$ cat config.mk
export PLATFORM = sky130hd
export DESIGN_NAME = tdc_dma
export DESIGN_NICKNAME = d
export VERILOG_FILES = /design/src/tdc_pkg.sv /design/src/tdc_dma.sv
export SDC_FILE = /design/constraint.sdc
export NUM_CORES = 1
export LEC_CHECK = 0
export ABC_AREA = 1
export BUFFER_PORTS_ARGS = -buffer_cell sky130_fd_sc_hd__buf_2
export CELL_PAD_IN_SITES_DETAIL_PLACEMENT = 1
export CELL_PAD_IN_SITES_GLOBAL_PLACEMENT = 2
export CORE_ASPECT_RATIO = 0.6
export CORE_UTILIZATION = 34
export DETAILED_ROUTE_END_ITERATION = 12
export PLACE_DENSITY = 0.88
export RECOVER_POWER = 50
export SYNTH_ARGS = -nofsm -noshare
export SYNTH_HDL_FRONTEND = slang
export SYNTH_SLANG_ARGS = --single-unit
$ cat constraint.sdc
create_clock -name core_clk -period 2.8 [get_ports core_clk]
set_clock_uncertainty 0.1 [all_clocks]
set_input_delay 0.28 -clock core_clk [delete_from_list [all_inputs] [get_ports core_clk]]
set_output_delay 0.28 -clock core_clk [all_outputs]
set_load 0.01 [all_outputs]
$ cat src/tdc_pkg.sv
// package of register map, field positions and timing constants for the two channel dma controller
package tdc_pkg;
    localparam logic [7:0] SRC0_LO = 8'h20;
    localparam logic [7:0] DST0_LO = 8'h23;
    localparam logic [7:0] CNT0_LO = 8'h26;
    localparam logic [7:0] MEM1_LO = 8'h28;
    localparam logic [7:0] IO1_LO = 8'h2B;
    localparam logic [7:0] CNT1_LO = 8'h2E;
    localparam logic [7:0] STAT_ADDR = 8'h30;
    localparam logic [7:0] MODE_ADDR = 8'h31;
    localparam logic [7:0] CNTL_ADDR = 8'h32;
    localparam int B_CH1_EN = 7;
    localparam int B_CH0_EN = 6;
    localparam int B_CH1_GUARD = 5;
    localparam int B_CH0_GUARD = 4;
    localparam int B_CH1_IE = 3;
    localparam int B_CH0_IE = 2;
    localparam int B_MASTER = 0;
    localparam int B_MEM_TIMING_SELECT = 1;
    localparam int B_CH0_SENSE = 3;
    localparam int B_CH1_SENSE = 2;
    localparam logic [7:0] MODE_RESET = 8'h00;
    localparam logic [7:0] CNTL_RESET = 8'hF0;
    localparam int XFER_CLOCKS = 6;
    localparam int MCYCLE_CLOCKS = 3;
    localparam logic [1:0] AM_INC = 2'h0;
    localparam logic [1:0] AM_DEC = 2'h1;
    localparam logic [1:0] AM_FIX = 2'h2;
    localparam logic [1:0] AM_IO = 2'h3;
endpackage

$ cat src/tdc_dma.sv
// two channel dma controller core: registers, arbitration, transfer sequencing and buffered data path
// Behaviour
// - memory addresses are 19 bits wide and wrap freely across 64k boundaries
// - i/o addresses are driven as 16-bit values
// - each byte moved lowers the 16-bit count by one; zero ends the transfer
// - request input may be level or edge sensed per channel
// - an end-of-transfer output tells external devices a transfer completed
// - one byte every six clocks in channel 0 burst without waits; wait input stretches cycles
// - channel 0 wins when both channels request together
// - channel 0 does mem-mem, mem-io, mapped io; inc/dec/fixed; burst or steal
// - channel 1 moves between memory and i/o either way with two address registers
// - a channel runs only while its enable and the master enable are set
// - channel 1 enable clears itself when its count reaches zero
// - channel 0 enable clears itself when its count reaches zero
// - interrupt request per channel when enable is 0 and interrupt enable is 1
// - channel enable changes on write only when its guard bit is written 0
// - guarded write of 1 to a channel enable also sets master enable
// - guarded write of 0 halts a channel keeping address and count
// - non-maskable interrupt clears master enable
// - master enable is read-only, cleared by nmi or reset, set by enabling
// - status bits: 7 ch1 en, 6 ch0 en, 5/4 guards, 3/2 ie, 0 master
// - reset clears both enables, both interrupt enables and master enable
// - sense bit 0 means level, 1 means edge
// - cycle steal gives the processor one machine cycle between bytes
// - channel 0 starts its first transfer one machine cycle after enabling
`timescale 1ns/10ps
`default_nettype none
module tdc_dma
    import tdc_pkg::*;
#(
    parameter int WAIT_MAX = 3
) (
    input wire logic core_clk,
    input wire logic reset,
    input wire logic reg_wr,
    input wire logic reg_rd,
    input wire logic [7:0] reg_addr,
    input wire logic [7:0] reg_wdata,
    output logic [7:0] reg_rdata,
    input wire logic nmi,
    input wire logic [1:0] transfer_request_in_n,
    input wire logic bus_wait,
    output logic bus_valid,
    input wire logic bus_ready,
    output logic bus_write,
    output logic bus_io,
    output logic [18:0] bus_addr,
    output logic [7:0] bus_wdata,
    input wire logic [7:0] bus_rdata,
    output logic transfer_end_out_n,
    output logic [1:0] dma_irq,
    output logic dma_busy
);
    typedef enum logic [2:0] {ST_IDLE, ST_DELAY, ST_READ, ST_WRITE, ST_GAP} tdc_state_e;

    logic [18:0] ch0_source_address_q, ch0_destination_address_q, ch1_memory_address_q;
    logic [15:0] ch1_io_address_q, ch0_byte_count_q, ch1_byte_count_q;
    logic ch0_enable_q, ch1_enable_q, ch0_done_irq_enable_q, ch1_done_irq_enable_q;
    logic dma_master_enable_q;
    logic [7:0] ch0_transfer_mode_reg_q, dma_wait_control_reg_q;
    tdc_state_e state_q;
    logic chan_q;
    logic [2:0] phase_q;
    logic [7:0] buf_data_q [2];
    logic [1:0] buf_cnt_q;
    logic buf_wp_q, buf_rp_q;
    logic [2:0] req_s1_q, req_s2_q, req_s3_q;
    logic [1:0] req_lvl_q, req_prev_q, req_edge_q;
    logic last_q;

    // step a memory address by mode
    function automatic logic [18:0] step_addr(input logic [18:0] a, input logic [1:0] m);
        logic [18:0] r;
        r = a;
        unique case (m)
            AM_INC: r = a + 19'h00001;
            AM_DEC: r = a - 19'h00001;
            default: r = a;
        endcase
        return r;
    endfunction

    logic [1:0] dst_mode, src_mode, ch1_mode;
    logic ch0_memmem, ch0_burst;
    assign dst_mode = ch0_transfer_mode_reg_q[5:4];
    assign src_mode = ch0_transfer_mode_reg_q[3:2];
    assign ch1_mode = dma_wait_control_reg_q[1:0];
    assign ch0_memmem = (dst_mode != AM_IO) && (src_mode != AM_IO);
    assign ch0_burst = ch0_transfer_mode_reg_q[B_MEM_TIMING_SELECT];

    logic guard0_ok, guard1_ok, stat_wr;
    assign stat_wr = reg_wr && (reg_addr == STAT_ADDR);
    assign guard0_ok = stat_wr && !reg_wdata[B_CH0_GUARD];
    assign guard1_ok = stat_wr && !reg_wdata[B_CH1_GUARD];

    // request synchroniser: a change counts when second and third stage agree
    always_ff @(posedge core_clk) begin
        if (reset) begin
            req_s1_q <= 3'h0;
            req_s2_q <= 3'h0;
            req_s3_q <= 3'h0;
            req_lvl_q <= 2'h0;
            req_prev_q <= 2'h0;
        end else begin
            req_s1_q <= {1'b0, ~transfer_request_in_n};
            req_s2_q <= req_s1_q;
            req_s3_q <= req_s2_q;
            for (int i = 0; i < 2; i++) begin
                if (req_s2_q[i] == req_s3_q[i]) begin
                    req_lvl_q[i] <= req_s3_q[i];
                end
            end
            req_prev_q <= req_lvl_q;
        end
    end

    logic [1:0] sense, edge_take;
    assign sense = {dma_wait_control_reg_q[B_CH1_SENSE], dma_wait_control_reg_q[B_CH0_SENSE]};

    // latched edge requests; a new edge wins over the consume in the same cycle
    always_ff @(posedge core_clk) begin
        if (reset) begin
            req_edge_q <= 2'h0;
        end else begin
            for (int i = 0; i < 2; i++) begin
                if (req_lvl_q[i] && !req_prev_q[i]) begin
                    req_edge_q[i] <= 1'b1;
                end else if (edge_take[i]) begin
                    req_edge_q[i] <= 1'b0;
                end
            end
        end
    end

    logic [1:0] run, want;
    assign run[0] = ch0_enable_q && dma_master_enable_q && (ch0_byte_count_q != 16'h0000);
    assign run[1] = ch1_enable_q && dma_master_enable_q && (ch1_byte_count_q != 16'h0000);
    assign want[0] = run[0] && (ch0_memmem || (sense[0] ? req_edge_q[0] : req_lvl_q[0]));
    assign want[1] = run[1] && (sense[1] ? req_edge_q[1] : req_lvl_q[1]);

    logic start, pick;
    logic [1:0] wait_cnt_q;
    logic buf_in_ready, buf_out_valid, byte_done, cyc_done;
    assign pick = want[0] ? 1'b0 : 1'b1;
    assign start = (state_q == ST_IDLE) && (want != 2'h0);
    assign edge_take = start ? (pick ? 2'b10 : 2'b01) & sense : 2'h0;

    // a cycle completes after three clocks plus waits and the far side's ready
    assign cyc_done = (phase_q == 3'(MCYCLE_CLOCKS - 1)) && !bus_wait && bus_ready;
    assign byte_done = (state_q == ST_WRITE) && cyc_done;

    always_ff @(posedge core_clk) begin
        if (reset) begin
            state_q <= ST_IDLE;
            chan_q <= 1'b0;
            phase_q <= 3'h0;
            last_q <= 1'b0;
        end else begin
            unique case (state_q)
                ST_IDLE: begin
                    phase_q <= 3'h0;
                    if (start) begin
                        chan_q <= pick;
                        last_q <= pick ? (ch1_byte_count_q == 16'h0001) : (ch0_byte_count_q == 16'h0001);
                        state_q <= ST_READ;
                    end
                end
                ST_DELAY: begin
                    phase_q <= phase_q + 3'h1;
                    if (phase_q == 3'(MCYCLE_CLOCKS - 1)) begin
                        phase_q <= 3'h0;
                        state_q <= ST_IDLE;
                    end
                end
                ST_READ: begin
                    if (!run[chan_q]) begin
                        state_q <= ST_IDLE;
                    end else if (cyc_done && buf_in_ready) begin
                        phase_q <= 3'h0;
                        state_q <= ST_WRITE;
                    end else if (phase_q != 3'(MCYCLE_CLOCKS - 1)) begin
                        phase_q <= phase_q + 3'h1;
                    end
                end
                ST_WRITE: begin
                    if (byte_done) begin
                        phase_q <= 3'h0;
                        last_q <= (ch0_byte_count_q == 16'h0002);
                        if (!chan_q && ch0_memmem && !last_q && run[0]) begin
                            state_q <= ch0_burst ? ST_READ : ST_GAP;
                        end else begin
                            state_q <= ST_IDLE;
                        end
                    end else if (phase_q != 3'(MCYCLE_CLOCKS - 1) && buf_out_valid) begin
                        phase_q <= phase_q + 3'h1;
                    end
                end
                ST_GAP: begin
                    phase_q <= phase_q + 3'h1;
                    if (phase_q == 3'(MCYCLE_CLOCKS - 1)) begin
                        phase_q <= 3'h0;
                        state_q <= ST_IDLE;
                    end
                end
            endcase
            if (guard0_ok && reg_wdata[B_CH0_EN] && state_q == ST_IDLE) begin
                phase_q <= 3'h0;
                state_q <= ST_DELAY;
            end
        end
    end

    // two entry buffer between read and write cycles
    logic buf_push, buf_pop;
    assign buf_in_ready = (buf_cnt_q != 2'h2);
    assign buf_out_valid = (buf_cnt_q != 2'h0);
    assign buf_push = (state_q == ST_READ) && cyc_done && buf_in_ready && run[chan_q];
    assign buf_pop = byte_done;
    always_ff @(posedge core_clk) begin
        if (reset) begin
            buf_cnt_q <= 2'h0;
            buf_wp_q <= 1'b0;
            buf_rp_q <= 1'b0;
            buf_data_q[0] <= 8'h00;
            buf_data_q[1] <= 8'h00;
        end else begin
            if (buf_push) begin
                buf_data_q[buf_wp_q] <= bus_rdata;
                buf_wp_q <= ~buf_wp_q;
            end
            if (buf_pop) begin
                buf_rp_q <= ~buf_rp_q;
            end
            buf_cnt_q <= buf_cnt_q + {1'b0, buf_push} - {1'b0, buf_pop};
        end
    end

    // bus drive, loaded for the cycle that starts at this edge so it stands from its first clock
    logic rd_io, wr_io, sel_ch, nxt_write;
    logic [18:0] src_now;
    assign sel_ch = (state_q == ST_IDLE) ? pick : chan_q;
    assign nxt_write = (state_q == ST_WRITE) ? !byte_done : buf_push;
    assign src_now = (state_q == ST_WRITE) ? step_addr(ch0_source_address_q, src_mode) : ch0_source_address_q;
    assign rd_io = sel_ch ? ch1_mode[1] : (src_mode == AM_IO);
    assign wr_io = sel_ch ? !ch1_mode[1] : (dst_mode == AM_IO);
    always_ff @(posedge core_clk) begin
        if (reset) begin
            bus_addr <= 19'h00000;
            bus_io <= 1'b0;
            bus_write <= 1'b0;
            bus_wdata <= 8'h00;
        end else begin
            bus_write <= nxt_write;
            bus_wdata <= (buf_push && !buf_out_valid) ? bus_rdata : buf_data_q[buf_rp_q];
            if (!nxt_write) begin
                bus_io <= rd_io;
                bus_addr <= sel_ch ? (rd_io ? {3'h0, ch1_io_address_q} : ch1_memory_address_q)
                                   : (rd_io ? {3'h0, src_now[15:0]} : src_now);
            end else begin
                bus_io <= wr_io;
                bus_addr <= sel_ch ? (wr_io ? {3'h0, ch1_io_address_q} : ch1_memory_address_q)
                                   : (wr_io ? {3'h0, ch0_destination_address_q[15:0]} : ch0_destination_address_q);
            end
        end
    end
    assign bus_valid = (state_q == ST_READ || state_q == ST_WRITE) && (state_q == ST_READ || buf_out_valid);
    assign dma_busy = (state_q != ST_IDLE);
    assign transfer_end_out_n = !(dma_busy && last_q && (state_q == ST_WRITE));

    // address and count registers with byte writes and per-byte stepping
    always_ff @(posedge core_clk) begin
        if (reset) begin
            ch0_source_address_q <= 19'h00000;
            ch0_destination_address_q <= 19'h00000;
            ch1_memory_address_q <= 19'h00000;
            ch1_io_address_q <= 16'h0000;
            ch0_byte_count_q <= 16'h0000;
            ch1_byte_count_q <= 16'h0000;
        end else begin
            if (byte_done && !chan_q) begin
                ch0_source_address_q <= step_addr(ch0_source_address_q, src_mode);
                ch0_destination_address_q <= step_addr(ch0_destination_address_q, dst_mode);
                ch0_byte_count_q <= ch0_byte_count_q - 16'h0001;
            end
            if (byte_done && chan_q) begin
                ch1_memory_address_q <= step_addr(ch1_memory_address_q, {1'b0, ch1_mode[0]});
                ch1_byte_count_q <= ch1_byte_count_q - 16'h0001;
            end
            if (reg_wr) begin
                unique case (reg_addr)
                    SRC0_LO: ch0_source_address_q[7:0] <= reg_wdata;
                    SRC0_LO + 8'h01: ch0_source_address_q[15:8] <= reg_wdata;
                    SRC0_LO + 8'h02: ch0_source_address_q[18:16] <= reg_wdata[2:0];
                    DST0_LO: ch0_destination_address_q[7:0] <= reg_wdata;
                    DST0_LO + 8'h01: ch0_destination_address_q[15:8] <= reg_wdata;
                    DST0_LO + 8'h02: ch0_destination_address_q[18:16] <= reg_wdata[2:0];
                    CNT0_LO: ch0_byte_count_q[7:0] <= reg_wdata;
                    CNT0_LO + 8'h01: ch0_byte_count_q[15:8] <= reg_wdata;
                    MEM1_LO: ch1_memory_address_q[7:0] <= reg_wdata;
                    MEM1_LO + 8'h01: ch1_memory_address_q[15:8] <= reg_wdata;
                    MEM1_LO + 8'h02: ch1_memory_address_q[18:16] <= reg_wdata[2:0];
                    IO1_LO: ch1_io_address_q[7:0] <= reg_wdata;
                    IO1_LO + 8'h01: ch1_io_address_q[15:8] <= reg_wdata;
                    CNT1_LO: ch1_byte_count_q[7:0] <= reg_wdata;
                    CNT1_LO + 8'h01: ch1_byte_count_q[15:8] <= reg_wdata;
                    default: ;
                endcase
            end
        end
    end

    // enables: hardware clear at count zero, guarded software writes, master enable
    logic ch0_end, ch1_end;
    assign ch0_end = byte_done && !chan_q && last_q;
    assign ch1_end = byte_done && chan_q && last_q;
    always_ff @(posedge core_clk) begin
        if (reset) begin
            ch0_enable_q <= 1'b0;
            ch1_enable_q <= 1'b0;
            dma_master_enable_q <= 1'b0;
        end else begin
            if (guard0_ok) begin
                ch0_enable_q <= reg_wdata[B_CH0_EN];
            end else if (ch0_end) begin
                ch0_enable_q <= 1'b0;
            end
            if (guard1_ok) begin
                ch1_enable_q <= reg_wdata[B_CH1_EN];
            end else if (ch1_end) begin
                ch1_enable_q <= 1'b0;
            end
            if (nmi) begin
                dma_master_enable_q <= 1'b0;
            end else if ((guard0_ok && reg_wdata[B_CH0_EN]) || (guard1_ok && reg_wdata[B_CH1_EN])) begin
                dma_master_enable_q <= 1'b1;
            end
        end
    end

    always_ff @(posedge core_clk) begin
        if (reset) begin
            ch0_done_irq_enable_q <= 1'b0;
            ch1_done_irq_enable_q <= 1'b0;
            ch0_transfer_mode_reg_q <= MODE_RESET;
            dma_wait_control_reg_q <= CNTL_RESET;
        end else if (reg_wr) begin
            if (reg_addr == STAT_ADDR) begin
                ch0_done_irq_enable_q <= reg_wdata[B_CH0_IE];
                ch1_done_irq_enable_q <= reg_wdata[B_CH1_IE];
            end
            if (reg_addr == MODE_ADDR) begin
                ch0_transfer_mode_reg_q <= {2'h0, reg_wdata[5:1], 1'b0};
            end
            if (reg_addr == CNTL_ADDR) begin
                dma_wait_control_reg_q <= reg_wdata;
            end
        end
    end

    assign dma_irq[0] = !ch0_enable_q && ch0_done_irq_enable_q;
    assign dma_irq[1] = !ch1_enable_q && ch1_done_irq_enable_q;

    // register readback
    always_ff @(posedge core_clk) begin
        if (reset) begin
            reg_rdata <= 8'h00;
        end else if (reg_rd) begin
            unique case (reg_addr)
                SRC0_LO: reg_rdata <= ch0_source_address_q[7:0];
                SRC0_LO + 8'h01: reg_rdata <= ch0_source_address_q[15:8];
                SRC0_LO + 8'h02: reg_rdata <= {5'h00, ch0_source_address_q[18:16]};
                DST0_LO: reg_rdata <= ch0_destination_address_q[7:0];
                DST0_LO + 8'h01: reg_rdata <= ch0_destination_address_q[15:8];
                DST0_LO + 8'h02: reg_rdata <= {5'h00, ch0_destination_address_q[18:16]};
                CNT0_LO: reg_rdata <= ch0_byte_count_q[7:0];
                CNT0_LO + 8'h01: reg_rdata <= ch0_byte_count_q[15:8];
                MEM1_LO: reg_rdata <= ch1_memory_address_q[7:0];
                MEM1_LO + 8'h01: reg_rdata <= ch1_memory_address_q[15:8];
                MEM1_LO + 8'h02: reg_rdata <= {5'h00, ch1_memory_address_q[18:16]};
                IO1_LO: reg_rdata <= ch1_io_address_q[7:0];
                IO1_LO + 8'h01: reg_rdata <= ch1_io_address_q[15:8];
                CNT1_LO: reg_rdata <= ch1_byte_count_q[7:0];
                CNT1_LO + 8'h01: reg_rdata <= ch1_byte_count_q[15:8];
                STAT_ADDR: reg_rdata <= {ch1_enable_q, ch0_enable_q, 2'b11, ch1_done_irq_enable_q,
                                         ch0_done_irq_enable_q, 1'b0, dma_master_enable_q};
                MODE_ADDR: reg_rdata <= ch0_transfer_mode_reg_q;
                CNTL_ADDR: reg_rdata <= dma_wait_control_reg_q;
                default: reg_rdata <= 8'h00;
            endcase
        end
    end
endmodule
`default_nettype wire

==> run_results.csv <==
group,metric,value,unit
clock_tree,clkLatencyLatePin,0.55,ns
critical_path,r2r-end,"buf_cnt_q[1]",
global_routing,grt_pass1_wl,97200,um
critical_path,crit_arrival,3.05,ns
final_layout,fin_util,40.9,%
power_and_ir_drop,p_leak,7.23,nW
synthesis,synthFlopType,"dfxtp_1",
clock_tree,clock_path_buffers,3,
synthesis,ys_seq_area_share,30.4,%
place,place_ws,-0.0212,ns
sta,max_freq,372,MHz
place,portBuffers,74,
final_layout,final_nets,2353,
synthesis,synth_fp_nets,2233,
critical_path,slowest_delay,0.41,ns
status,violations,"capacitance limit, slew limit",
sta,worstMarginPinSlew,2.28,ns
synthesis,yosys.area.top_type,"dfxtp_1",
synthesis,yosys.area_share.xor_xnor,2.74,%
global_routing,grt_pass1_vias,15422,
power_and_ir_drop,ir_worst_vdd,0.000444,V
power_and_ir_drop,total_power,0.00823,W
power_and_ir_drop,powerDensity,510,nW/um^2
synthesis,synth-simple-area-share,29.3,%
synthesis,yosysTopAreaCellShare,26.9,%
critical_path,rr_worst_depth,15,
die,io_pins,75,
flow_run,max_cap_viol_count,1,
hold_path,min_delay_path_depth,3,
clock_tree,cts_root_buf,"clkbuf_16",
synthesis,synthCells,2170,
hold_path,hold_end,"reg_rdata[4]",
final_layout,finalInstanceArea,16100,um^2
hold_path,hold_path_class,"in2reg",
routing,drc,0,
hold_path,hp-start,"reg_rd",
sta,fin_hold_ws,0.0201,ns
routing,drtIter0Drc,1650,
sta,fin_crit_sh,96.0,%
critical_path,r2r_start,"ch0_byte_count_q[6]",
die,fp-row-count,56,
critical_path,crit_slowest_cell,"dfxtp_1",
status,outcome,"finished with violations",
synthesis,syn_avg_cell_area,6.34,um^2
critical_path,path_buf_inv,2,
clock_tree,htree_num_levels,1,
synthesis,synth_common_cells,"nand2_1 (521), inv_1 (284), a21oi_1 (219), dfxtp_1 (185), nor2_1 (171)",
die,fp.dieH,158,um
routing,drt-pass1-iter-count,5,
critical_path,startpoint,"ch0_byte_count_q[6]",
synthesis,ys_top_cells_by_area,"dfxtp_1 (27%), nand2_1 (14%), a21oi_1 (8.0%), inv_1 (7.7%), o21ai_0 (6.2%)",
place,placed_area,15200,um^2
synthesis,synth_top_family_by_area,"simple AND/OR/NAND/NOR gates",
clock_tree,cts-buffers-inserted,23,
routing,viasPerCell,5.72,
routing,via_count,16189,
critical_path,cp.required,3.17,ns
clock_tree,cts_tree,"done",
place,gp_congestion,1.01,
critical_path,startpoint_type,"flip-flop",
sta,setup_viol,0,
clock_tree,clkTransAtPathRegs,0.07,ns
sta,maxSlewViolCount,44,
synthesis,synth_most_common_cell,"nand2_1",
global_routing,grt_max_degree,74,
synthesis,synth-edff-count,16,
synthesis,async_flop_share,0,%
synthesis,synth_compound_area_share,23.3,%
critical_path,path_class,"reg2reg",
critical_path,path_max_fanout,4,
critical_path,critical_path.top_delay_family,"simple AND/OR/NAND/NOR gates",
die,dieArea,41300,um^2
sta,fin_ws,0.112,ns
synthesis,yosysWarnings,0,
place,dp_hpwl,50400,um
clock_tree,clkSinkCount,201,
final_layout,area_growth,17.3,%
final_layout,fillCellCount,5183,
die,initial_core_util,34.9,%
routing,wl_per_cell,23.0,um
sta,max_slew_margin,-51.7,%
synthesis,synth_cell_type_count,58,
routing,wl,65100,um
synthesis,synthAdderAreaFrac,2.78,%
die,die_x,262,um
synthesis,synth_mux_area_share,0.582,%
sta,rsz0062_at_grt,"yes",
critical_path,endpoint_kind,"flip-flop",
synthesis,syn_area,13800,um^2
critical_path,r2r_slack,0.11,ns
critical_path,path_cells,"nor2_1, nand3_1, nor2_1, a21oi_2, nand2_1, nand2_1, nand2_1, nor2_1, inv_1, ha_1, inv_1, ha_1, xor2_1, o21ai_0, a21oi_1",
global_routing,grt_usage,31.2,%
sta,min_period,2.69,ns
global_routing,grt_overflow_total,0,
routing,antenna_left,0,
synthesis,ys_ff_latch,201,
die,core,39400,um^2
final_layout,drive_above_1_share,9.67,%
global_routing,antenna_found_initial,0,
sta,finalHoldViolCount,0,
[layer usage]
layer | vias up | share of wire [%] | GRT usage [%] | wire length (um)
li1 | 7505 | - | - | -
met1 | 7967 | 49 | 48.0 | 32200
met2 | 647 | 40 | 44.5 | 26100
met3 | 70 | 9.0 | 5.94 | 5880
met4 | 0 | 1.5 | 5.18 | 968
met5 | - | 0 | 0 | 0
[per-stage QoR]
step           TNS (ns)  cells
4_1_cts               0   2826
3_3_place_gp          0   2773
2_1_floorplan         0   2170
6_report              0   2829
5_1_grt         -0.0260   2828
3_5_place_dp    -0.0212   2773
[flip-flops by register name, summed over array words and instances (netlist names), 3 cells and up, named ones only]
register and cells:
bus_addr 19, ch0_destination_address_q 19, ch0_source_address_q 19, ch1_memory_address_q 19, buf_data_q 16, ch0_byte_count_q 16, ch1_byte_count_q 16, ch1_io_address_q 16
bus_wdata 8, dma_wait_control_reg_q 8, reg_rdata 8, ch0_transfer_mode_reg_q 5, phase_q 3, state_q 3
[cells by family (layout without fill, tap and decap cells)]
| group | after synthesis | count (layout) |
|---|---|---|
| buf+inv | 383 | 519 |
| mux | 8 | 8 |
| xor+xnor | 43 | 43 |
| other cells | 0 | 1 |
| flops | 201 | 201 |
| compound gates | 562 | 562 |
| simple gates | 943 | 943 |
| fa+ha+maj | 30 | 30 |
[tightest hold or removal path, delay by kind of cell]
| kind | cells | cell delay, ns |
|---|---|---|
| buffers and inverters | 1 | 0.17 |
| and+or+nand+nor | 1 | 0.09 |
| AOI/OAI and AO/OA | 1 | 0.06 |
[worst max-delay path by stage]
| stage | endpoint | slack, ns | depth (start not counted) |
|---|---|---|---|
| 2_1_floorplan | ch1_memory_address_q[16] | 0.24 | 12 |
| 3_3_place_gp | ch0_destination_address_q[12] | 0.07 | 17 |
| 3_5_place_dp | ch0_byte_count_q[14] | -0.02 | 17 |
| 4_1_cts | ch0_byte_count_q[13] | 0.02 | 18 |
| 5_1_grt | ch0_byte_count_q[14] | -0.03 | 17 |
| 6_report | buf_cnt_q[1] | 0.11 | 15 |
[power by group]
| part | switching [W] | internal, W |
|---|---|---|
| clock | 0.00143 | 0.00220 |
| combinational | 0.00113 | 0.000423 |
| sequential | 0.0000561 | 0.00300 |
| total | 0.00261 | 0.00562 |
[repair_timing]
action                                 in CTS  in global routing
hold buffers                               12                  0
resized for setup                           1                 17
endpoints found under the hold margin      24                  0
setup buffers                               0                  2
setup endpoints to repair                   1                 21
pin swaps                                   0                  3
[layout by cell type, fill, tap and decap left out, drive strengths merged, types with 2 or more instances in the layout]
cell type,instances
a41oi,20
edfxtp,16
a31oi,27
clkbuf,76
clkinv,6
o22ai,31
nor3,18
nor4,13
nand4,24
nor2,186
o211ai,30
nand2,536
dfxtp,185
a21oi,220
bufinv,6
xnor2,10
a21o,2
o21ai,180
dlygate4sd3,12
buf,121
nand3b,2
o221ai,8
a221oi,9
or2,8
o2111ai,4
o31ai,5
inv,297
xor2,33
ha,29
o21bai,6
nand3,155
a211oi,13
mux2i,8
[area by class of cell]
class                           count  area [um^2]  area share [%]
Multi-Input combinational cell   1586         8120            50.3
Sequential cell                   201         4190            25.9
Timing Repair Buffer              178         1170            7.27
Inverter                          300         1140            7.05
Clock buffer                       31          656            4.06
Tap cell                          522          653            4.05
Clock inverter                     10          210            1.30
Antenna cell                        1         2.50          0.0155
(Power assumes the default switching activity.)
